--- src/aice_consts.vh ---
/*
  Constants of the accumulator and interrupt command executor: command codes,
  frame layout, reply status codes, register offsets and reset values.
  Assumes inclusion by bare name from the executor module.

*/
`ifndef AICE_CONSTS_VH
`define AICE_CONSTS_VH

// =====================================================
// Command codes
`define AICE_CMD_IRQ_ENABLE 8'h19
`define AICE_CMD_IRQ_DISABLE 8'h1A
`define AICE_CMD_ACCU_TO_AXIS 8'h22
`define AICE_CMD_ACCU_TO_GLOBAL 8'h23
`define AICE_CMD_CLEAR_FLAGS 8'h24
`define AICE_CMD_IRQ_VECTOR 8'h25
`define AICE_CMD_IRQ_RETURN 8'h26
`define AICE_IRQ_GLOBAL 8'hFF

// =====================================================
// Frame layout and reply
`define AICE_FRAME_LEN 4'h9
`define AICE_FRAME_LAST 4'h8
`define AICE_ST_OK 8'h64
`define AICE_ST_BAD_SUM 8'h01
`define AICE_ST_BAD_CMD 8'h02

// =====================================================
// Error flag positions
`define AICE_F_TIMEOUT 0
`define AICE_F_ALARM 1
`define AICE_F_DEVIATION 2
`define AICE_F_POSITION 3
`define AICE_F_SHUTDOWN 4

// =====================================================
// Register offsets
`define AICE_REG_ACCU 8'h00
`define AICE_REG_XREG 8'h04
`define AICE_REG_FLAGS 8'h08
`define AICE_REG_IRQ_EN 8'h0C
`define AICE_REG_CTRL 8'h10
`define AICE_REG_VSEL 8'h14
`define AICE_REG_VDATA 8'h18
`define AICE_REG_STATE 8'h1C

// =====================================================
// Reset values
`define AICE_RST_MOD_ADDR 8'h01
`define AICE_RST_HOST_ADDR 8'h02

`endif

--- src/aice_exec.v ---
/*
  Accumulator transfer and interrupt command executor. Receives nine-byte
  command frames as a byte stream, executes the accumulator, flag and
  interrupt commands, dispatches interrupts to stored vectors and sends
  nine-byte replies. Assumes a single 50 MHz clock, inputs synchronous to it,
  and a program sequencer that supplies PC_IN and follows PC_LOAD.
*/
// The address map and strobed register access are this design's own decisions.
`timescale 1ns/1ns
`include "aice_consts.vh"

module aice_exec (
  input wire MCLK,
  input wire RST,
  input wire RX_VALID,
  input wire [7:0] RX_BYTE,
  output wire RX_READY,
  output reg TX_VALID,
  output reg [7:0] TX_BYTE,
  input wire [4:0] ERR_SET,
  input wire [31:0] IRQ_REQ,
  input wire [31:0] PC_IN,
  output reg PC_LOAD,
  output reg [31:0] PC_VALUE,
  output reg IN_HANDLER,
  output reg AXP_WE,
  output reg [7:0] AXP_INDEX,
  output reg [7:0] AXP_MOTOR,
  output reg [31:0] AXP_DATA,
  output reg GLP_WE,
  output reg [7:0] GLP_INDEX,
  output reg [7:0] GLP_BANK,
  output reg [31:0] GLP_DATA,
  input wire [7:0] ADDR,
  input wire [31:0] WDATA,
  input wire WR,
  input wire RD,
  output reg [31:0] RDATA
);

  // =====================================================
  // State
  reg [7:0] frame [0:8];
  reg [3:0] rx_cnt;
  reg frame_done;
  reg [7:0] reply [0:8];
  reg [3:0] tx_cnt;
  reg tx_busy;
  reg [31:0] accu;
  reg [31:0] xreg;
  reg [4:0] flags;
  reg [31:0] irq_en;
  reg global_en;
  reg [31:0] irq_vector_define_cmd [0:31];
  reg [31:0] save_accu;
  reg [31:0] save_xreg;
  reg [4:0] save_flags;
  reg [31:0] save_pc;
  reg [7:0] mod_addr;
  reg [7:0] host_addr;
  reg [4:0] vsel;
  reg [4:0] next_flags;
  reg [31:0] next_irq_en;
  reg [7:0] next_status;
  reg [4:0] irq_num;
  reg irq_hit;
  integer i;
  integer j, k, m;

  wire [31:0] fr_value = {frame[4], frame[5], frame[6], frame[7]};
  wire [7:0] fr_cmd = frame[1];
  wire [7:0] fr_type = frame[2];
  wire [7:0] fr_bank = frame[3];
  wire [31:0] irq_live = IRQ_REQ & irq_en;
  wire [7:0] sum_all = byte_sum(frame[0], frame[1], frame[2], frame[3], frame[4],
                                frame[5], frame[6], frame[7]);
  wire sum_ok = (sum_all == frame[8]);
  wire do_exec = frame_done && sum_ok && (frame[0] == mod_addr);
  wire is_ours = (fr_cmd == `AICE_CMD_IRQ_ENABLE) || (fr_cmd == `AICE_CMD_IRQ_DISABLE) ||
                 (fr_cmd == `AICE_CMD_ACCU_TO_AXIS) || (fr_cmd == `AICE_CMD_ACCU_TO_GLOBAL) ||
                 (fr_cmd == `AICE_CMD_CLEAR_FLAGS) || (fr_cmd == `AICE_CMD_IRQ_VECTOR) ||
                 (fr_cmd == `AICE_CMD_IRQ_RETURN);
  wire is_irq_return_cmd = do_exec && (fr_cmd == `AICE_CMD_IRQ_RETURN) && IN_HANDLER;
  wire dispatch = irq_hit && global_en && !IN_HANDLER && !is_irq_return_cmd;

  assign RX_READY = !tx_busy;

  // Modulo-256 sum of eight bytes
  function [7:0] byte_sum;
    input [7:0] b0, b1, b2, b3, b4, b5, b6, b7;
    begin
      byte_sum = b0 + b1 + b2 + b3 + b4 + b5 + b6 + b7;
    end
  endfunction

  // =====================================================
  // Lowest enabled pending interrupt
  always @* begin
    irq_hit = 1'b0;
    irq_num = 5'h0_0;
    for (i = 31; i >= 0; i = i - 1) begin
      if (irq_live[i]) begin
        irq_hit = 1'b1;
        irq_num = i[4:0];
      end
    end
  end

  // =====================================================
  // Frame assembly: address, code, type, bank, value MSB first, checksum
  always @(posedge MCLK or posedge RST) begin
    if (RST) begin
      rx_cnt <= 4'h0;
      frame_done <= 1'b0;
      for (j = 0; j < 9; j = j + 1) begin
        frame[j] <= 8'h0_0;
      end
    end else begin
      frame_done <= 1'b0;
      if (RX_VALID && !tx_busy) begin
        frame[rx_cnt] <= RX_BYTE;
        if (rx_cnt == `AICE_FRAME_LAST) begin
          rx_cnt <= 4'h0;
          frame_done <= 1'b1;
        end else begin
          rx_cnt <= rx_cnt + 4'h1;
        end
      end
    end
  end

  // =====================================================
  // Flag and enable updates
  always @* begin
    next_flags = flags;
    next_irq_en = irq_en;
    if (do_exec && fr_cmd == `AICE_CMD_CLEAR_FLAGS) begin
      case (fr_type)
        8'h0_0: next_flags = 5'h0_0;
        8'h0_1: next_flags[`AICE_F_TIMEOUT] = 1'b0;
        8'h0_2: next_flags[`AICE_F_ALARM] = 1'b0;
        8'h0_3: next_flags[`AICE_F_DEVIATION] = 1'b0;
        8'h0_4: next_flags[`AICE_F_POSITION] = 1'b0;
        8'h0_5: next_flags[`AICE_F_SHUTDOWN] = 1'b0;
        default: next_flags = flags;
      endcase
    end
    if (is_irq_return_cmd) begin
      next_flags = save_flags;
    end
    next_flags = next_flags | ERR_SET;
    if (do_exec && fr_type[7:5] == 3'h0) begin
      if (fr_cmd == `AICE_CMD_IRQ_ENABLE) begin
        next_irq_en[fr_type[4:0]] = 1'b1;
      end else if (fr_cmd == `AICE_CMD_IRQ_DISABLE) begin
        next_irq_en[fr_type[4:0]] = 1'b0;
      end
    end
    if (!frame_done) begin
      next_status = `AICE_ST_OK;
    end else if (!sum_ok) begin
      next_status = `AICE_ST_BAD_SUM;
    end else if (!is_ours) begin
      next_status = `AICE_ST_BAD_CMD;
    end else begin
      next_status = `AICE_ST_OK;
    end
  end

  // =====================================================
  // Command execution and interrupt dispatch
  always @(posedge MCLK or posedge RST) begin
    if (RST) begin
      accu <= 32'h0000_0000;
      xreg <= 32'h0000_0000;
      flags <= 5'h0_0;
      irq_en <= 32'h0000_0000;
      global_en <= 1'b0;
      save_accu <= 32'h0000_0000;
      save_xreg <= 32'h0000_0000;
      save_flags <= 5'h0_0;
      save_pc <= 32'h0000_0000;
      IN_HANDLER <= 1'b0;
      PC_LOAD <= 1'b0;
      PC_VALUE <= 32'h0000_0000;
      AXP_WE <= 1'b0;
      AXP_INDEX <= 8'h0_0;
      AXP_MOTOR <= 8'h0_0;
      AXP_DATA <= 32'h0000_0000;
      GLP_WE <= 1'b0;
      GLP_INDEX <= 8'h0_0;
      GLP_BANK <= 8'h0_0;
      GLP_DATA <= 32'h0000_0000;
      mod_addr <= `AICE_RST_MOD_ADDR;
      host_addr <= `AICE_RST_HOST_ADDR;
      vsel <= 5'h0_0;
      for (k = 0; k < 32; k = k + 1) begin
        irq_vector_define_cmd[k] <= 32'h0000_0000;
      end
    end else begin
      AXP_WE <= 1'b0;
      GLP_WE <= 1'b0;
      PC_LOAD <= 1'b0;
      flags <= next_flags;
      irq_en <= next_irq_en;
      if (WR) begin
        case (ADDR)
          `AICE_REG_ACCU: accu <= WDATA;
          `AICE_REG_XREG: xreg <= WDATA;
          `AICE_REG_CTRL: begin
            global_en <= WDATA[0];
            mod_addr <= WDATA[15:8];
            host_addr <= WDATA[23:16];
          end
          `AICE_REG_VSEL: vsel <= WDATA[4:0];
          default: vsel <= vsel;
        endcase
      end
      if (do_exec && frame[0] == mod_addr) begin
        case (fr_cmd)
          `AICE_CMD_ACCU_TO_AXIS: begin
            AXP_WE <= 1'b1;
            AXP_INDEX <= fr_type;
            AXP_MOTOR <= fr_bank;
            AXP_DATA <= accu;
          end
          `AICE_CMD_ACCU_TO_GLOBAL: begin
            if (fr_bank == 8'h0_0 || fr_bank == 8'h0_2 || fr_bank == 8'h0_3) begin
              GLP_WE <= 1'b1;
              GLP_INDEX <= fr_type;
              GLP_BANK <= fr_bank;
              GLP_DATA <= accu;
            end
          end
          `AICE_CMD_IRQ_ENABLE: begin
            if (fr_type == `AICE_IRQ_GLOBAL) begin
              global_en <= 1'b1;
            end
          end
          `AICE_CMD_IRQ_DISABLE: begin
            if (fr_type == `AICE_IRQ_GLOBAL) begin
              global_en <= 1'b0;
            end
          end
          `AICE_CMD_IRQ_VECTOR: begin
            if (fr_type[7:5] == 3'h0) begin
              irq_vector_define_cmd[fr_type[4:0]] <= fr_value;
            end
          end
          `AICE_CMD_IRQ_RETURN: begin
            if (IN_HANDLER) begin
              accu <= save_accu;
              xreg <= save_xreg;
              PC_VALUE <= save_pc;
              PC_LOAD <= 1'b1;
              IN_HANDLER <= 1'b0;
            end
          end
          default: IN_HANDLER <= IN_HANDLER;
        endcase
      end
      if (dispatch) begin
        save_accu <= accu;
        save_xreg <= xreg;
        save_flags <= flags;
        save_pc <= PC_IN;
        PC_VALUE <= irq_vector_define_cmd[irq_num];
        PC_LOAD <= 1'b1;
        IN_HANDLER <= 1'b1;
      end
    end
  end

  // =====================================================
  // Reply sender: host, target, status, code, value MSB first, checksum
  always @(posedge MCLK or posedge RST) begin
    if (RST) begin
      tx_busy <= 1'b0;
      tx_cnt <= 4'h0;
      TX_VALID <= 1'b0;
      TX_BYTE <= 8'h0_0;
      for (m = 0; m < 9; m = m + 1) begin
        reply[m] <= 8'h0_0;
      end
    end else begin
      TX_VALID <= 1'b0;
      if (frame_done && frame[0] == mod_addr) begin
        tx_busy <= 1'b1;
        tx_cnt <= 4'h0;
        reply[0] <= host_addr;
        reply[1] <= mod_addr;
        reply[2] <= next_status;
        reply[3] <= fr_cmd;
        reply[4] <= 8'h0_0;
        reply[5] <= 8'h0_0;
        reply[6] <= 8'h0_0;
        reply[7] <= 8'h0_0;
        reply[8] <= byte_sum(host_addr, mod_addr, next_status, fr_cmd,
                             8'h0_0, 8'h0_0, 8'h0_0, 8'h0_0);
      end else if (tx_busy) begin
        TX_VALID <= 1'b1;
        TX_BYTE <= reply[tx_cnt];
        if (tx_cnt == `AICE_FRAME_LAST) begin
          tx_busy <= 1'b0;
        end else begin
          tx_cnt <= tx_cnt + 4'h1;
        end
      end
    end
  end

  // =====================================================
  // Register read port, data one cycle after the strobe
  always @(posedge MCLK or posedge RST) begin
    if (RST) begin
      RDATA <= 32'h0000_0000;
    end else if (RD) begin
      case (ADDR)
        `AICE_REG_ACCU: RDATA <= accu;
        `AICE_REG_XREG: RDATA <= xreg;
        `AICE_REG_FLAGS: RDATA <= {27'h0, flags};
        `AICE_REG_IRQ_EN: RDATA <= irq_en;
        `AICE_REG_CTRL: RDATA <= {8'h0_0, host_addr, mod_addr, 7'h0_0, global_en};
        `AICE_REG_VSEL: RDATA <= {27'h0, vsel};
        `AICE_REG_VDATA: RDATA <= irq_vector_define_cmd[vsel];
        `AICE_REG_STATE: RDATA <= {30'h0, tx_busy, IN_HANDLER};
        default: RDATA <= 32'h0000_0000;
      endcase
    end else begin
      RDATA <= 32'h0000_0000;
    end
  end

endmodule

--- config.mk ---
export PLATFORM = sky130hd
export DESIGN_NAME = aice_exec
export DESIGN_NICKNAME = d
export VERILOG_FILES = /design/src/aice_exec.v
export VERILOG_INCLUDE_DIRS = /design/src /design/src/src
export SDC_FILE = /design/constraint.sdc
export NUM_CORES = 2
export LEC_CHECK = 0
export ABC_AREA = 1
export CAP_MARGIN = 20
export CORE_MARGIN = 8
export CORE_UTILIZATION = 50
export CTS_CLUSTER_DIAMETER = 150
export CTS_CLUSTER_SIZE = 30
export DETAILED_ROUTE_END_ITERATION = 6
export DONT_BUFFER_PORTS = 1
export GPL_TIMING_DRIVEN = 1
export MAX_ROUTING_LAYER = met4
export PLACE_DENSITY = 0.72
export SLEW_MARGIN = 40
export SYNTH_ARGS = -nofsm -noshare
export SYNTH_HDL_FRONTEND = slang
export SYNTH_SLANG_ARGS = --single-unit
--- constraint.sdc ---
create_clock -name MCLK -period 164.5 [get_ports MCLK]
set_input_delay 41.125 -clock MCLK [delete_from_list [all_inputs] [get_ports MCLK]]
set_output_delay 41.125 -clock MCLK [all_outputs]
set_load 0.01 [all_outputs]
==> impl_results.md <==
* R2R Path Start: fr_type[4]
* Cell Rows at about 150
* Syn nets at 11,100
* Routed vias/inst at approximately 6.3
* Fmax at ~22 MHz
* Status: finished with violations
* Kind of end point of the critical path: register
* Gp weighted congestion at 0.965
* Nets at 10,400
* Drt wl/cell at between 20 and 30 um
* Critical path launch point: IRQ_REQ[31]
* Combinational family with the most area after synthesis: simple AND/OR/NAND/NOR gates
* Vias in the first global route at 73,000
* Starting DRT DRC Count at 13,300
* Number of library cell types mapped by synthesis at 47
* Synthesis warning total at 0
* Critical path endpoint: PC_VALUE[0]
* Core ar. at 0.163 mm2
* Setup-failing EPs final at 0
* RSZ-0062 raised after global routing: false
* Worst r2r dst: reply[7]
* Die Wd at 421 um
* Min cycle time layout at 46.31 ns
* Ys async rst share at 1.00
* Violated checks: DRC
* #FFs+latches synth at 1,538
* Final Worst Setup Slack at 118.19 ns
* Io pins at 296
* Final setup skew at 0.0621 ns
* Antenna violations before repair at between 40 and 50
* Syn Inst Count at ~11,000
* Critical path fanouts, max at 99
* Cts hold-fix bufs at 0
* WP data arrival at 47.00 ns
* Slew @ Worst Pin at 1.01 ns
* DRC viols at 6
* Worst setup SP type: input pin
* ANT nets after route at 0
* Pwr dens at 11.0 mW/mm2
* Die ar. at 0.177 mm2
* Synthesized area per cell at between 7 and 8 um2
* DP HPWL at 179,000 um
* Post-cts repair resize count at 0
* Dpl ws at 117.66 ns
* Die Ht at between 400 and 500 um
* Number of enable flip-flop cells after synthesis at 0
* Share of post-route cells with drive strength above 1 at 0.0299
* Via count at 79,000
* Multiplexer share of the synthesized area at 0.00346
* Hold path cells at 2
* R2R depth at 28
* Adder-cell share of the synthesized area at 0.0160
* Initial core utilization at 0.504
* Synth Area in Compound Gates at 0.174
* Maximum VDD drop at 30.0 uV
* Max-slew violation count at 0
* Final period util at 0.282
* Hold WC Path Type: register to register
* Iteration count of the initial detailed-routing pass at 7
* Setup Crit Path Kind: input pin to register
* CTS clk-pin slew, worst paths at 0.11 ns
* CTS buffer count at 57
* Reg2Reg Setup Slack at 156.69 ns
* Most used cell, CP: nand2_1
* Total wire length at 312,000 um
* Overflow after GRT at 0
* Max transition margin at 0.321
* First-pass GRT wire length at between 400,000 and 500,000 um
* I/O Buffers at 0
* Leakage Power at 0.0392 uW
* CTS tree: built
* Latest clock arrival within the worst-skew pair at 0.79 ns
* Simple-gate share of the synthesized area at 0.241
* Ys flop type: dfrtp_1
* Postcts setup bufs at 0
* Total track usage at 0.346
* MaxCap Viol Count at 0
* Largest net degree at the start of global routing at around 220
* Sequential-to-total area share from yosys stat at 0.469
* Htree depth at 2
* CTS sink cnt at 1,538
* Fin. Hold Viols at 0
* XOR/XNOR Fraction of Synth Area at 0.00384
* Layout Area Growth over Synthesis at 3.22%
* Crit path max-delay cell type: nand2_8
* Worst path required time at approximately 170 ns
* Post-Syn Area at 0.0820 mm2
* Final setup TNS at 0 ns
* Clock Path Buffers at 3
* Root buf cell: clkbuf_16
* Largest stage delay on the critical path at 0.71 ns
[critical path: cells and delay by family]
family,cells,cell delay [ns]
buf+inv,5,1.97
simple gates,39,3.52
compound gates,1,0.16
[cells in the final DEF (no fill, tap or decap), drive strengths merged, types with 4 or more instances in the layout]
master / synthesis / final
a211oi: 5 / 5
a21oi: 334 / 334
a221oi: 83 / 83
a31oi: 16 / 16
a32o: 10 / 10
a41oi: 4 / 4
buf: 165 / 137
clkbuf: 739 / 72
clkinv: 9 / 14
dfrtp: 1536 / 1536
diode: 0 / 44
fa: 51 / 51
ha: 23 / 23
inv: 998 / 997
mux2i: 25 / 25
nand2: 2794 / 2794
nand3: 1379 / 1379
nand3b: 95 / 95
nand4: 9 / 9
nor2: 383 / 383
nor3: 20 / 20
nor4: 6 / 6
o211ai: 54 / 54
o21ai: 1980 / 1980
o221ai: 86 / 86
o22ai: 44 / 44
o311ai: 4 / 4
o31ai: 11 / 11
o32ai: 9 / 9
xnor2: 22 / 22
xor2: 14 / 14
[cell type report]
cell class                      instances  area (um2)
Inverter                             1007        3840
Clock inverter                          5        93.8
Sequential cell                      1538       38500
Antenna cell                           44         110
Tap cell                             2175        2720
Fill cell                           15400       78100
Clock buffer                           72        1480
Timing Repair Buffer                  137        1520
Multi-Input combinational cell       7477       36400
[logic make-up (layout without fill, tap and decap cells)]
family,after synthesis,count (layout)
multiplexers,28,28
other,0,44
flip-flops,1538,1538
AO/OA/AOI/OAI,2647,2647
AND/OR/NAND/NOR,4692,4692
buffers and inverters,1911,1221
adder cells (fa/ha/maj),74,74
XOR/XNOR,36,36
[state kept, by name, indices dropped and copies added, names as in the netlist, 16 cells and up, named ones only]
register               flops
xreg                      32
save_xreg                 32
GLP_DATA                  32
save_accu                 32
fr_value                  32
PC_VALUE                  32
reply                     35
AXP_DATA                  32
irq_vector_define_cmd   1024
accu                      32
RDATA                     32
save_pc                   32
frame                     16
[how the worst min path moves through the flow]
stage / startpoint / end / slack (ns)
4_1_cts: save_pc[26] / save_pc[26] / 0.49
3_5_place_dp: save_pc[1] / save_pc[1] / 0.46
5_1_grt: save_pc[1] / save_pc[1] / 0.50
6_report: save_pc[26] / save_pc[26] / 0.49
3_3_place_gp: save_xreg[18] / save_xreg[18] / 0.46
2_1_floorplan: save_pc[0] / save_pc[0] / 0.44
[per-layer routing]
| metal | GRT usage | vias to the layer above | wire length [um] |
|---|---|---|---|
| met2 | 0.482 | 5721 | 130000 |
| met5 | - | - | 0 |
| met3 | 0.0867 | 1263 | 41600 |
| met1 | 0.443 | 37500 | 114000 |
| li1 | - | 34500 | - |
| met4 | 0.240 | 0 | 26100 |
[where the power goes]
group / total, uW / internal (uW) / switching [uW]
combinational: 337 / 117 / 220
sequential: 409 / 391 / 18.3
clock: 189 / 65.2 / 124
total: 935 / 574 / 362
[cells in the mapped netlist, types with 3 or more instances]
cell type	number	area (um2)
nand2_1	2792	10500
o21ai_0	1908	9550
dfrtp_1	1536	38400
nand3_1	1379	6900
inv_1	994	3730
clkbuf_1	739	2770
nor2_1	383	1440
a21oi_1	334	1670
nand3b_1	95	713
o221ai_1	86	753
a221oi_1	83	727
buf_2	73	365
o21ai_1	72	360
o211ai_1	54	405
fa_1	51	1020
buf_1	46	173
o22ai_1	44	275
buf_6	28	315
mux2i_1	25	250
ha_1	23	288
xnor2_1	22	193
nor3_1	19	95.1
buf_4	18	135
a31oi_1	16	100
xor2_1	14	123
o31ai_1	11	82.6
a32o_1	10	100
clkinv_1	9	33.8
nand4_1	9	56.3
o32ai_1	9	78.8
nor4_1	6	37.5
a211oi_1	5	37.5
a41oi_1	4	35.0
inv_2	4	15.0
o311ai_0	4	35.0
a2bb2oi_1	3	26.3
mux2_2	3	33.8
or2_2	3	18.8
[metrics by stage]
step | hold slack, ns | cells | cell area [um2] | util | total power, uW
global route | 0.504 | 12500 | 84600 | 0.520 | 985
floorplan | 0.444 | 10900 | 82000 | - | 653
detailed placement | 0.463 | 12300 | 82900 | 0.509 | 743
CTS | 0.491 | 12400 | 84400 | 0.519 | 929
finish | 0.491 | 12500 | 84700 | 0.520 | 935
global placement | 0.459 | 12300 | 82400 | 0.506 | 730
(Power assumes the default switching activity.)
